$ cat src/include/swl_regs.svh
// timing and command constants of the single-wire command link master
`ifndef SWL_REGS_SVH
`define SWL_REGS_SVH
`define SWL_CLK_MHZ 100
`define SWL_CNT_W 27
`define SWL_RST_LOW_US 480
`define SWL_RST_RX_US 480
`define SWL_PRES_SAMPLE_US 70
`define SWL_SLOT_US 70
`define SWL_W1_LOW_US 2
`define SWL_W1_MAX_US 15
`define SWL_SAMPLE_US 12
`define SWL_REC_US 2
`define SWL_COPY_HOLD_US 10000
`define SWL_CONV_HOLD_US 1000000
`define SWL_CMD_CONVERT 8'h44
`define SWL_BIT_LAST 3'h7
`define SWL_BIT_FIRST 3'h0
`endif

$ cat src/include/swl_pkg.sv
// types of the single-wire command link master
`include "swl_regs.svh"
package swl_pkg;
    typedef logic [`SWL_CNT_W-1:0] swl_cnt_t;
    typedef enum logic [2:0]
    {
        ST_IDLE = 3'h0,
        ST_RST_LOW = 3'h1,
        ST_RST_RX = 3'h3,
        ST_SLOT = 3'h2,
        ST_RECOVER = 3'h6,
        ST_SPU = 3'h7
    } swl_state_t;
    typedef struct packed {
        logic sync1;
        logic sync2;
        swl_state_t st;
        swl_cnt_t cnt;
        logic [2:0] bit_idx;
        logic tx_bit;
        logic [7:0] shreg;
        logic spu_req;
        logic spu_long;
        logic rsp_valid;
        logic [7:0] rsp_data;
        logic presence;
        logic dq_oe;
        logic spu_oe;
    } swl_regs_t;
endpackage

$ cat src/rtl/swl_master.sv
// single-wire command link master: reset/presence, byte slots, strong pull-up
`timescale 1ns/1ns
`default_nettype none
`include "swl_regs.svh"
module swl_master #(
    parameter int unsigned RST_LOW_CYC = `SWL_RST_LOW_US * `SWL_CLK_MHZ,
    parameter int unsigned RST_RX_CYC = `SWL_RST_RX_US * `SWL_CLK_MHZ,
    parameter int unsigned COPY_HOLD_CYC = `SWL_COPY_HOLD_US * `SWL_CLK_MHZ,
    parameter int unsigned CONV_HOLD_CYC = `SWL_CONV_HOLD_US * `SWL_CLK_MHZ
)(
    input wire logic clk,
    input wire logic sys_rst,
    input wire logic cmd_valid,
    output logic cmd_ready,
    input wire logic cmd_reset,
    input wire logic cmd_single,
    input wire logic cmd_spu,
    input wire logic [7:0] cmd_data,
    output logic rsp_valid,
    output logic [7:0] rsp_data,
    output logic rsp_presence,
    input wire logic dq_in,
    output logic dq_out,
    output logic dq_oe,
    output logic spu_oe
);
    import swl_pkg::*;

    // ==========================================================
    // timing
    localparam int unsigned SLOT_CYC = `SWL_SLOT_US * `SWL_CLK_MHZ;
    localparam int unsigned W1_LOW_CYC = `SWL_W1_LOW_US * `SWL_CLK_MHZ;
    localparam int unsigned W1_MAX_CYC = `SWL_W1_MAX_US * `SWL_CLK_MHZ;
    localparam int unsigned SAMPLE_CYC = `SWL_SAMPLE_US * `SWL_CLK_MHZ;
    localparam int unsigned REC_CYC = `SWL_REC_US * `SWL_CLK_MHZ;
    localparam int unsigned PRES_CYC = `SWL_PRES_SAMPLE_US * `SWL_CLK_MHZ;
    localparam swl_cnt_t RST_LOW_END = swl_cnt_t'(RST_LOW_CYC - 1);
    localparam swl_cnt_t RST_RX_END = swl_cnt_t'(RST_RX_CYC - 1);
    localparam swl_cnt_t PRES_AT = swl_cnt_t'(PRES_CYC - 1);
    localparam swl_cnt_t SLOT_END = swl_cnt_t'(SLOT_CYC - 1);
    localparam swl_cnt_t W1_LOW_END = swl_cnt_t'(W1_LOW_CYC - 1);
    localparam swl_cnt_t W1_MAX_END = swl_cnt_t'(W1_MAX_CYC - 1);
    localparam swl_cnt_t SAMPLE_AT = swl_cnt_t'(SAMPLE_CYC - 1);
    localparam swl_cnt_t REC_END = swl_cnt_t'(REC_CYC - 1);
    localparam swl_cnt_t COPY_END = swl_cnt_t'(COPY_HOLD_CYC - 1);
    localparam swl_cnt_t CONV_END = swl_cnt_t'(CONV_HOLD_CYC - 1);

    swl_regs_t r;
    swl_regs_t next_r;

    // ==========================================================
    // sequencer
    always_comb
    begin
        next_r = r;
        next_r.sync1 = dq_in;
        next_r.sync2 = r.sync1;
        next_r.rsp_valid = 1'b0;
        next_r.cnt = r.cnt + swl_cnt_t'(1);
        unique case (r.st)
            ST_IDLE:
            begin
                next_r.cnt = '0;
                if (cmd_valid)
                begin
                    next_r.dq_oe = 1'b1;
                    if (cmd_reset)
                    begin
                        // a reset between bytes also aborts a running read
                        // never taken inside a byte, so write data is not cut
                        next_r.st = ST_RST_LOW;
                    end
                    else
                    begin
                        next_r.st = ST_SLOT;
                        next_r.tx_bit = cmd_data[0];
                        next_r.shreg = cmd_data;
                        next_r.bit_idx = cmd_single ? `SWL_BIT_LAST : `SWL_BIT_FIRST;
                        next_r.spu_req = cmd_spu;
                        next_r.spu_long = (cmd_data == `SWL_CMD_CONVERT);
                    end
                end
            end
            ST_RST_LOW:
            begin
                if (r.cnt == RST_LOW_END)
                begin
                    next_r.st = ST_RST_RX;
                    next_r.cnt = '0;
                    next_r.dq_oe = 1'b0;
                end
            end
            ST_RST_RX:
            begin
                // sensor low window always covers this point
                if (r.cnt == PRES_AT)
                begin
                    next_r.presence = ~r.sync2;
                end
                if (r.cnt == RST_RX_END)
                begin
                    next_r.st = ST_IDLE;
                    next_r.rsp_valid = 1'b1;
                end
            end
            ST_SLOT:
            begin
                // a one, or a read, is a short low; a zero stays low all slot
                if (r.tx_bit && r.cnt == W1_LOW_END)
                begin
                    next_r.dq_oe = 1'b0;
                end
                if (r.cnt == SAMPLE_AT)
                begin
                    next_r.shreg = {r.sync2, r.shreg[7:1]};
                end
                if (r.cnt == SLOT_END)
                begin
                    next_r.st = ST_RECOVER;
                    next_r.cnt = '0;
                    next_r.dq_oe = 1'b0;
                end
            end
            ST_RECOVER:
            begin
                if (r.cnt == REC_END)
                begin
                    next_r.cnt = '0;
                    if (r.bit_idx == `SWL_BIT_LAST)
                    begin
                        next_r.rsp_valid = 1'b1;
                        next_r.rsp_data = r.shreg;
                        // pull-up comes at once, far inside 10 us
                        next_r.st = r.spu_req ? ST_SPU : ST_IDLE;
                        next_r.spu_oe = r.spu_req;
                    end
                    else
                    begin
                        next_r.st = ST_SLOT;
                        next_r.bit_idx = r.bit_idx + 3'h1;
                        next_r.tx_bit = r.shreg[0];
                        next_r.dq_oe = 1'b1;
                    end
                end
            end
            ST_SPU:
            begin
                // bus stays silent until the hold is over
                if (r.cnt == (r.spu_long ? CONV_END : COPY_END))
                begin
                    next_r.st = ST_IDLE;
                    next_r.spu_oe = 1'b0;
                end
            end
            default:
            begin
                // unused codes fall back to idle rather than lock up
                next_r.st = ST_IDLE;
                next_r.dq_oe = 1'b0;
                next_r.spu_oe = 1'b0;
            end
        endcase
    end

    always_ff @(posedge clk)
    begin
        if (sys_rst)
        begin
            r <= '0;
        end
        else
        begin
            r <= next_r;
        end
    end

    assign cmd_ready = (r.st == ST_IDLE);
    assign rsp_valid = r.rsp_valid;
    assign rsp_data = r.rsp_data;
    assign rsp_presence = r.presence;
    assign dq_out = 1'b0;
    assign dq_oe = r.dq_oe;
    assign spu_oe = r.spu_oe;

    // ==========================================================
    // checks
    swl_cnt_t run;

    always_ff @(posedge clk)
    begin
        if (sys_rst || next_r.st != r.st)
        begin
            run <= '0;
        end
        else
        begin
            run <= run + swl_cnt_t'(1);
        end
    end
endmodule
`default_nettype wire

$ cat config.mk
export PLATFORM = sky130hd
export DESIGN_NAME = swl_master
export DESIGN_NICKNAME = d
export VERILOG_FILES = /design/src/include/swl_pkg.sv /design/src/rtl/swl_master.sv
export VERILOG_INCLUDE_DIRS = /design/src /design/src/include
export SDC_FILE = /design/constraint.sdc
export NUM_CORES = 1
export LEC_CHECK = 0
export BUFFER_PORTS_ARGS = -buffer_cell sky130_fd_sc_hd__buf_2
export CORE_UTILIZATION = 25
export DETAILED_ROUTE_END_ITERATION = 12
export SETUP_SLACK_MARGIN = 0.02
export SLEW_MARGIN = 15
export SYNTH_ARGS = -nofsm -noshare
export SYNTH_HDL_FRONTEND = slang
export SYNTH_SLANG_ARGS = --single-unit
$ cat constraint.sdc
create_clock -name clk -period 3.25 [get_ports clk]
set_clock_uncertainty 0.2 [all_clocks]
set_input_delay 0.65 -clock clk [delete_from_list [all_inputs] [get_ports clk]]
set_output_delay 0.65 -clock clk [all_outputs]
set_load 0.01 [all_outputs]
==> results.toml, run 1 <==
[cts]
cts_tree = "yes"
clk_pin_slew_ps = 60
postCtsHoldBufs = 0
h-tree-depth = 3
cts_buffer_depth = 2
post_cts_buffers = 0
ctsRootBufferMaster = "clkbuf_16"
cts.sinks = 58
clock_latency_ps = 330
cts_resized = 0
cts_made_buffers = 9

[route]
wirelength_mm = 6.938
vias_per_cell = 4.882
antenna_left = 0
routedWlPerCell_microns = 13.04
drc = 0
drt_iter0_drc = 214
drtPass1Iterations = 4
vias = 2597

[synthesis]
ys_async_sr_fraction = 0
postSynthAreaPerCell_sq_um = 8.322
syn_inst = 367
netlist_top_cells_count = "73 x nor2_1, 58 x dfxtp_1, 28 x nand2_1"
ys_ff_latch = 58
synth_top_area_frac = 0.3802
yosysMostFrequentCell = "nor2_1"
synth_area_leader_cell = "dfxtp_1"
synth_ff_type = "dfxtp_1"
synth_seq_area_share = 0.3802
synth_edf_count = 0
yosys.cell_types.count = 59
synth_warnings = 0
synth_top_cells_by_area = "dfxtp_1 38%, nor2_1 9.0%, xor2_1 4.0%"
synthesis.nets = 385
synth_area_sq_mm = 0.003054

[grt]
grt_pass1_vias = 2557
track_usage = 0.1194
grt_pass1_wl_mm = 12.12
antenna_found_initial = 0
grt.overflow.total = 0
grt_max_degree = 28

[floorplanning]
row_count = 40
dieWidth_microns = 112.5
pin_count = 29
dieHeight_microns = 112.5
core_area_sq_mm = 0.01196
initial_core_util = 0.2553
die_area_sq_mm = 0.01266

[timing]
fin_ws_ps = 471.7
tns_ps = 0
worstMarginPinSlew_ps = 659.2
period_share = 0.8549
post-route-min-period_ps = 2778
final-setup-viol-count = 0
max_slew_margin = 0.5589
fmax_mhz = 359.9
drv_slew = 0
hold_viol_final = 0
rsz0062_at_grt = "false"
hold_slack_ps = 238.1

[critical_path]
end_kind = "flop"
crit_path_start_kind = "flop"
critPathMaxFanout = 9
criticalPathCategory = "flop to flop"
arrival_ps = 2790
crit_required_ps = 3270

[finish]
regArea_sq_mm = 0.001161
design_area_sq_mm = 0.003563
num-fill-cells = 1271
final_nets = 398
area_growth_pct = 16.67
drive_gt1_frac = 0.1558
multi_input_area_sq_mm = 0.001670
diodes = 0

[power_and_ir_drop]
peakVddDrop_mv = 0.2637
power.leakage_nw = 1.337
power-per-cell-area_mw_per_mm2 = 584.5

[placement]
gp_congestion = 0.8400
dpl.hpwl_mm = 4.933
dpl-instance-area_sq_mm = 0.003214
post-place-ws_ps = 504.8
portBuffers = 27

[flow_run]
maxCapViolCount = 0

[run_status]
status = "complete, no violations"

[worst_hold_path]
min_path_type = "flop to flop"
[worst paths after layout]
| path | from | end | slack [ps] | cells past startpoint |
|---|---|---|---|---|
| max | r[35] | r[53] | 470 | 6 |
| min reg2reg | next_r[56] | r[56] | 240 | 1 |
| max reg2reg | r[35] | r[53] | 470 | 6 |
| min | next_r[56] | r[56] | 240 | 1 |
[flip-flops by register name (all words and copies together) (netlist names)]
| name | flops |
|---|---|
| r | 45 |
| rsp_data | 8 |
| dq_oe | 1 |
| next_r | 1 |
| rsp_presence | 1 |
| rsp_valid | 1 |
| spu_oe | 1 |
[metal layers]
metal,vias up,track usage,part of all wire
li1,1311,-,-
met1,1241,0.1456,0.49
met2,38,0.1967,0.46
met3,7,0.03456,0.033
met4,0,0.04978,0.0091
met5,-,0,0
[worst max-delay path, cell delays in order, from the launching register on]
cell and delay [ps]:
dfxtp_1 460, or4bb_1 560, or4_4 510, nor4_1 290, nor2_1 100, a211oi_1 200
mux2_1 340
[where the power goes]
group	internal, mW	switching (mW)	total [mW]
registers	0.741	0.0284	0.770
logic	0.0811	0.128	0.209
clock network	0.754	0.349	1.10
total	1.58	0.506	2.08
[through the flow]
step                power (mW)    util  std cells
floorplan               0.9409       -        367
global placement        0.9877  0.2687        516
detailed placement      0.9928  0.2687        516
CTS                      2.102  0.2979        532
global route             2.159  0.2979        532
finish                   2.083  0.2979        532
[cells by family (layout without fill, tap and decap cells)]
| kind of cell | after synthesis | after routing | synth area share |
|---|---|---|---|
| simple gates | 193 | 193 | 0.3228 |
| flops | 58 | 58 | 0.3802 |
| compound gates | 40 | 40 | 0.1090 |
| buf+inv | 38 | 56 | 0.07292 |
| xor+xnor | 25 | 25 | 0.07169 |
| mux | 9 | 9 | 0.02991 |
| fa+ha+maj | 3 | 3 | 0.01229 |
| other cells | 1 | 1 | 0.001228 |
[cell usage in the layout, fill, tap and decap left out, types with 4 or more instances in the layout]
master and n:
nor2_1 73, dfxtp_1 58, nand2_1 28, buf_2 27, nand3_1 20, nand4_1 15
xor2_1 14, xnor2_1 11, inv_1 9, a21oi_1 9, nor3_1 9, a311oi_1 9
clkbuf_16 9, mux2i_1 8, nor2b_1 7, nor4_1 6, and4_1 5, or4_1 4
or2_2 4, buf_4 4
[final cells by class]
class                           instances  area share
Clock buffer                            9     0.06320
Tap cell                              147     0.05162
Multi-Input combinational cell        271      0.4687
Sequential cell                        58      0.3258
Timing Repair Buffer                   31     0.04635
Inverter                                9    0.009480
Clock inverter                          7     0.03476
(Power assumes the default switching activity.)
==> run 2: changes to the inputs <==
--- a/config.mk
+++ b/config.mk
@@ -9,6 +9,7 @@
 export BUFFER_PORTS_ARGS = -buffer_cell sky130_fd_sc_hd__buf_2
 export CORE_UTILIZATION = 25
 export DETAILED_ROUTE_END_ITERATION = 12
+export PLACE_DENSITY_LB_ADDON = 0.08
 export SETUP_SLACK_MARGIN = 0.02
 export SLEW_MARGIN = 15
 export SYNTH_ARGS = -nofsm -noshare
==> results.toml, run 2 (synthesized netlist as in run 1, its figures left out) <==
[route]
drtPass1Iterations = 4
vias = 2554
drc = 0
routedWlPerCell_microns = 14.72
vias_per_cell = 4.810
drt_iter0_drc = 118
wirelength_mm = 7.816
antenna_left = 0

[critical_path]
arrival_ps = 2920
critPathMaxFanout = 7
end_kind = "flop"
criticalPathCategory = "flop to flop"
crit_required_ps = 3260
crit_path_start_kind = "flop"

[timing]
tns_ps = 0
drv_slew = 0
fmax_mhz = 344.7
rsz0062_at_grt = "false"
fin_ws_ps = 348.7
post-route-min-period_ps = 2901
final-setup-viol-count = 0
worstMarginPinSlew_ps = 672.8
max_slew_margin = 0.5515
hold_viol_final = 0
period_share = 0.8927

[finish]
diodes = 0
final_nets = 397
final_common_cell = "nor2_1"
largest_reg_flops = 45
mostFrequentLayoutCells = "73 x nor2_1, 58 x dfxtp_1, 28 x nand2_1"
area_growth_pct = 16.96
drive_gt1_frac = 0.1536
regMostFlops = "r"

[cts]
clock_latency_ps = 330
cts_buffer_depth = 2
postCtsHoldBufs = 0
ctsRootBufferMaster = "clkbuf_16"
cts_tree = "yes"
cts_made_buffers = 9
cts_resized = 0
clk_pin_slew_ps = 50
post_cts_buffers = 0
cts.sinks = 58
h-tree-depth = 3

[grt]
antenna_found_initial = 0
grt_pass1_wl_mm = 13.30
track_usage = 0.1371
grt.overflow.total = 0
grt_pass1_vias = 2545
grt_max_degree = 35

[power_and_ir_drop]
peakVddDrop_mv = 0.1804
p_clk_frac = 0.532
p_switching_mw = 0.4947
power-per-cell-area_mw_per_mm2 = 590.4
p_int_mw = 1.614
swShare = 0.2346
power.leakage_nw = 1.348
pwr-share-seq = 0.366
pwr-share-comb = 0.102

[placement]
post-place-ws_ps = 408.2
gp_congestion = 0.7469
portBuffers = 27
dpl.hpwl_mm = 5.674

[floorplanning]
dieHeight_microns = 112.5
die_area_sq_mm = 0.01266
dieWidth_microns = 112.5
initial_core_util = 0.2553
pin_count = 29
row_count = 40
core_area_sq_mm = 0.01196

[run_status]
status = "complete, no violations"

[flow_run]
maxCapViolCount = 0

[worst_hold_path]
min_path_type = "flop to flop"
## run 2: cell count changes in the layout (fill, tap and decap cells not counted)
cell and delta:
clkinvlp_4 -1, buf_12 +1, clkinv_2 +2, inv_6 -2, clkbuf_8 +2, buf_4 -2
clkinv_4 -1
## run 2: power groups by stage
stage	Clock [mW]	Sequential (mW)	Combinational (mW)
4_1_cts	1.16	0.772	0.221
6_report	1.12	0.773	0.215
2_1_floorplan	0	0.771	0.170
3_5_place_dp	0	0.788	0.220
5_1_grt	1.20	0.777	0.244
3_3_place_gp	0	0.788	0.223
## run 2: layer usage
metal,up-vias,global-route usage,share of wire
li1,1310,-,-
met1,1196,0.1739,0.50
met2,38,0.2128,0.46
met3,10,0.03834,0.026
met4,0,0.06933,0.019
met5,-,0,0
## run 2: cell type report
class / count / area, sq um
fillers: 1288 / 8389
multi-input cells: 271 / 1670
flip-flops and latches: 58 / 1161
clock buffers: 11 / 252.7
well taps: 147 / 183.9
repair buffers: 30 / 170.2
clock inverters: 5 / 100.1
inverters: 9 / 33.78
## run 2: worst paths after layout
path / from / to / slack (ps) / cells after the start
max: r[36] / r[53] / 350 / 6
min: r[56] / rsp_presence / 240 / 1
max reg2reg: r[36] / r[53] / 350 / 6
min reg2reg: r[56] / rsp_presence / 240 / 1
## run 2: metrics by stage
stage / utilization / power (mW) / cells / hold WS, ps / area [sq um]
after detailed placement: 0.2691 / 1.008 / 515 / 238.3 / 3219
after floorplan: - / 0.9409 / 367 / 213.1 / 3054
after global placement: 0.2691 / 1.011 / 515 / 230.4 / 3219
after global routing: 0.2986 / 2.221 / 531 / 267.1 / 3572
after CTS: 0.2986 / 2.151 / 531 / 250.3 / 3572
final: 0.2986 / 2.109 / 531 / 241.4 / 3572
## run 2: worst max-delay path, stage by stage, from the launching register on
cell and delay, ps:
dfxtp_1 370, or4_1 600, or4_1 580, a221oi_2 260, nor3b_1 160, a211oi_1 270
mux2_1 340
==> run 3: changes to the inputs <==
--- a/config.mk
+++ b/config.mk
@@ -7,7 +7,8 @@
 export NUM_CORES = 1
 export LEC_CHECK = 0
 export BUFFER_PORTS_ARGS = -buffer_cell sky130_fd_sc_hd__buf_2
-export CORE_UTILIZATION = 25
+export CORE_ASPECT_RATIO = 1.25
+export CORE_UTILIZATION = 40
 export DETAILED_ROUTE_END_ITERATION = 12
 export PLACE_DENSITY_LB_ADDON = 0.08
 export SETUP_SLACK_MARGIN = 0.02
==> results.toml, run 3 (synthesized netlist as in run 1, its figures left out) <==
[run_status]
status = "complete, no violations"

[finish]
final_nets = 399
final_common_cell = "nor2_1"
diodes = 0
num-fill-cells = 759
drive_gt1_frac = 0.1580
instances_no_fill = 478
largest_reg_flops = 45
mostFrequentLayoutCells = "73 x nor2_1, 58 x dfxtp_1, 28 x nand2_1"
area_growth_pct = 11.47
regMostFlops = "r"

[grt]
track_usage = 0.1963
grt_pass1_vias = 2517
grt.overflow.total = 0
grt_pass1_wl_mm = 12.12
grt_max_degree = 28
antenna_found_initial = 0

[timing]
rsz0062_at_grt = "false"
worstMarginPinSlew_ps = 637.8
period_share = 0.8542
hold_viol_final = 0
fmax_mhz = 360.2
tns_ps = 0
fin_ws_ps = 473.7
drv_slew = 0
max_slew_margin = 0.5732
post-route-min-period_ps = 2776
final-setup-viol-count = 0

[critical_path]
r2r_start = "r[36]"
startpoint = "r[36]"
cp_cell_sequence = "or4_1, nor4_1, nand4_1, a22oi_1, nor2_1, nor3_1"
criticalPathCategory = "flop to flop"
cp_slowest_stage_delay_ps = 580
crit_slowest_cell = "or4_1"
critPathMaxFanout = 7
crit_required_ps = 3310
path_buf_inv = 0
arrival_ps = 2840
crit_path_start_kind = "flop"
end_kind = "flop"
crit_family = "simple AND/OR/NAND/NOR gates"
regToRegSetupSlack_ps = 470

[placement]
portBuffers = 27
numPlacedInstances = 462
post-place-ws_ps = 483.2
gp_congestion = 0.8417
dpl.hpwl_mm = 5.084

[floorplanning]
dieWidth_microns = 80.16
initial_core_util = 0.4127
dieHeight_microns = 99.70
die_area_sq_mm = 0.007991
core_area_sq_mm = 0.007401
row_count = 35
pin_count = 29

[route]
antenna_left = 0
vias_per_cell = 5.301
drc = 0
wirelength_mm = 6.929
drtPass1Iterations = 4
drt_iter0_drc = 116
vias = 2534
routedWlPerCell_microns = 14.50

[power_and_ir_drop]
peakVddDrop_mv = 0.3531
power.leakage_nw = 1.306
p_int_mw = 1.370
pwr-share-seq = 0.421
power-per-cell-area_mw_per_mm2 = 536.1
finalPower_mw = 1.825
p_clk_frac = 0.466
pwr-share-comb = 0.113
swShare = 0.2493
p_switching_mw = 0.4550

[worst_hold_path]
min_path_type = "flop to flop"
min-delay-start = "r[56]"

[cts]
post_cts_buffers = 0
cts_buffer_depth = 2
postCtsHoldBufs = 0
cts_tree = "yes"
clk_pin_slew_ps = 70
cts.sinks = 58
cts_resized = 0
h-tree-depth = 3
ctsRootBufferMaster = "clkbuf_8"
clock_latency_ps = 340
cts_made_buffers = 9

[flow_run]
maxCapViolCount = 0
## run 3: layer usage
layer | share of wire | GRT usage
met1 | 0.46 | 0.2372
met2 | 0.49 | 0.3340
met3 | 0.029 | 0.05321
met4 | 0.014 | 0.06319
met5 | 0 | 0
## run 3: path summary, 6_finish.rpt
path	depth (start not counted)	endpoint
max	6	r[22]
min	1	rsp_presence
max reg2reg	6	r[22]
min reg2reg	1	rsp_presence
## run 3: metrics by stage
stage / hold slack [ps] / cell area [sq um] / util
final: 240.7 / 3405 / 0.4600
after global routing: 266.7 / 3405 / 0.4600
after CTS: 243.9 / 3405 / 0.4600
after detailed placement: 229.9 / 3153 / 0.4260
after global placement: 222.2 / 3153 / 0.4260
after floorplan: 213.1 / 3054 / -
## run 3: power by group through the flow
| stage | Sequential (mW) | Combinational (mW) | Clock (mW) |
|---|---|---|---|
| after global routing | 0.775 | 0.231 | 0.910 |
| after floorplan | 0.771 | 0.170 | 0 |
| after detailed placement | 0.786 | 0.208 | 0 |
| after CTS | 0.769 | 0.209 | 0.869 |
| final | 0.769 | 0.206 | 0.850 |
| after global placement | 0.784 | 0.206 | 0 |
## run 3: area by class of cell
type / instances / area (sq um) / share of cell area
inverter: 9 / 33.78 / 0.009923
tap: 92 / 115.1 / 0.03381
sequential: 58 / 1161 / 0.3410
clock inverter: 5 / 100.1 / 0.02940
clock buffer: 11 / 151.4 / 0.04447
timing repair buffer: 32 / 172.7 / 0.05072
multi-input combinational: 271 / 1670 / 0.4906
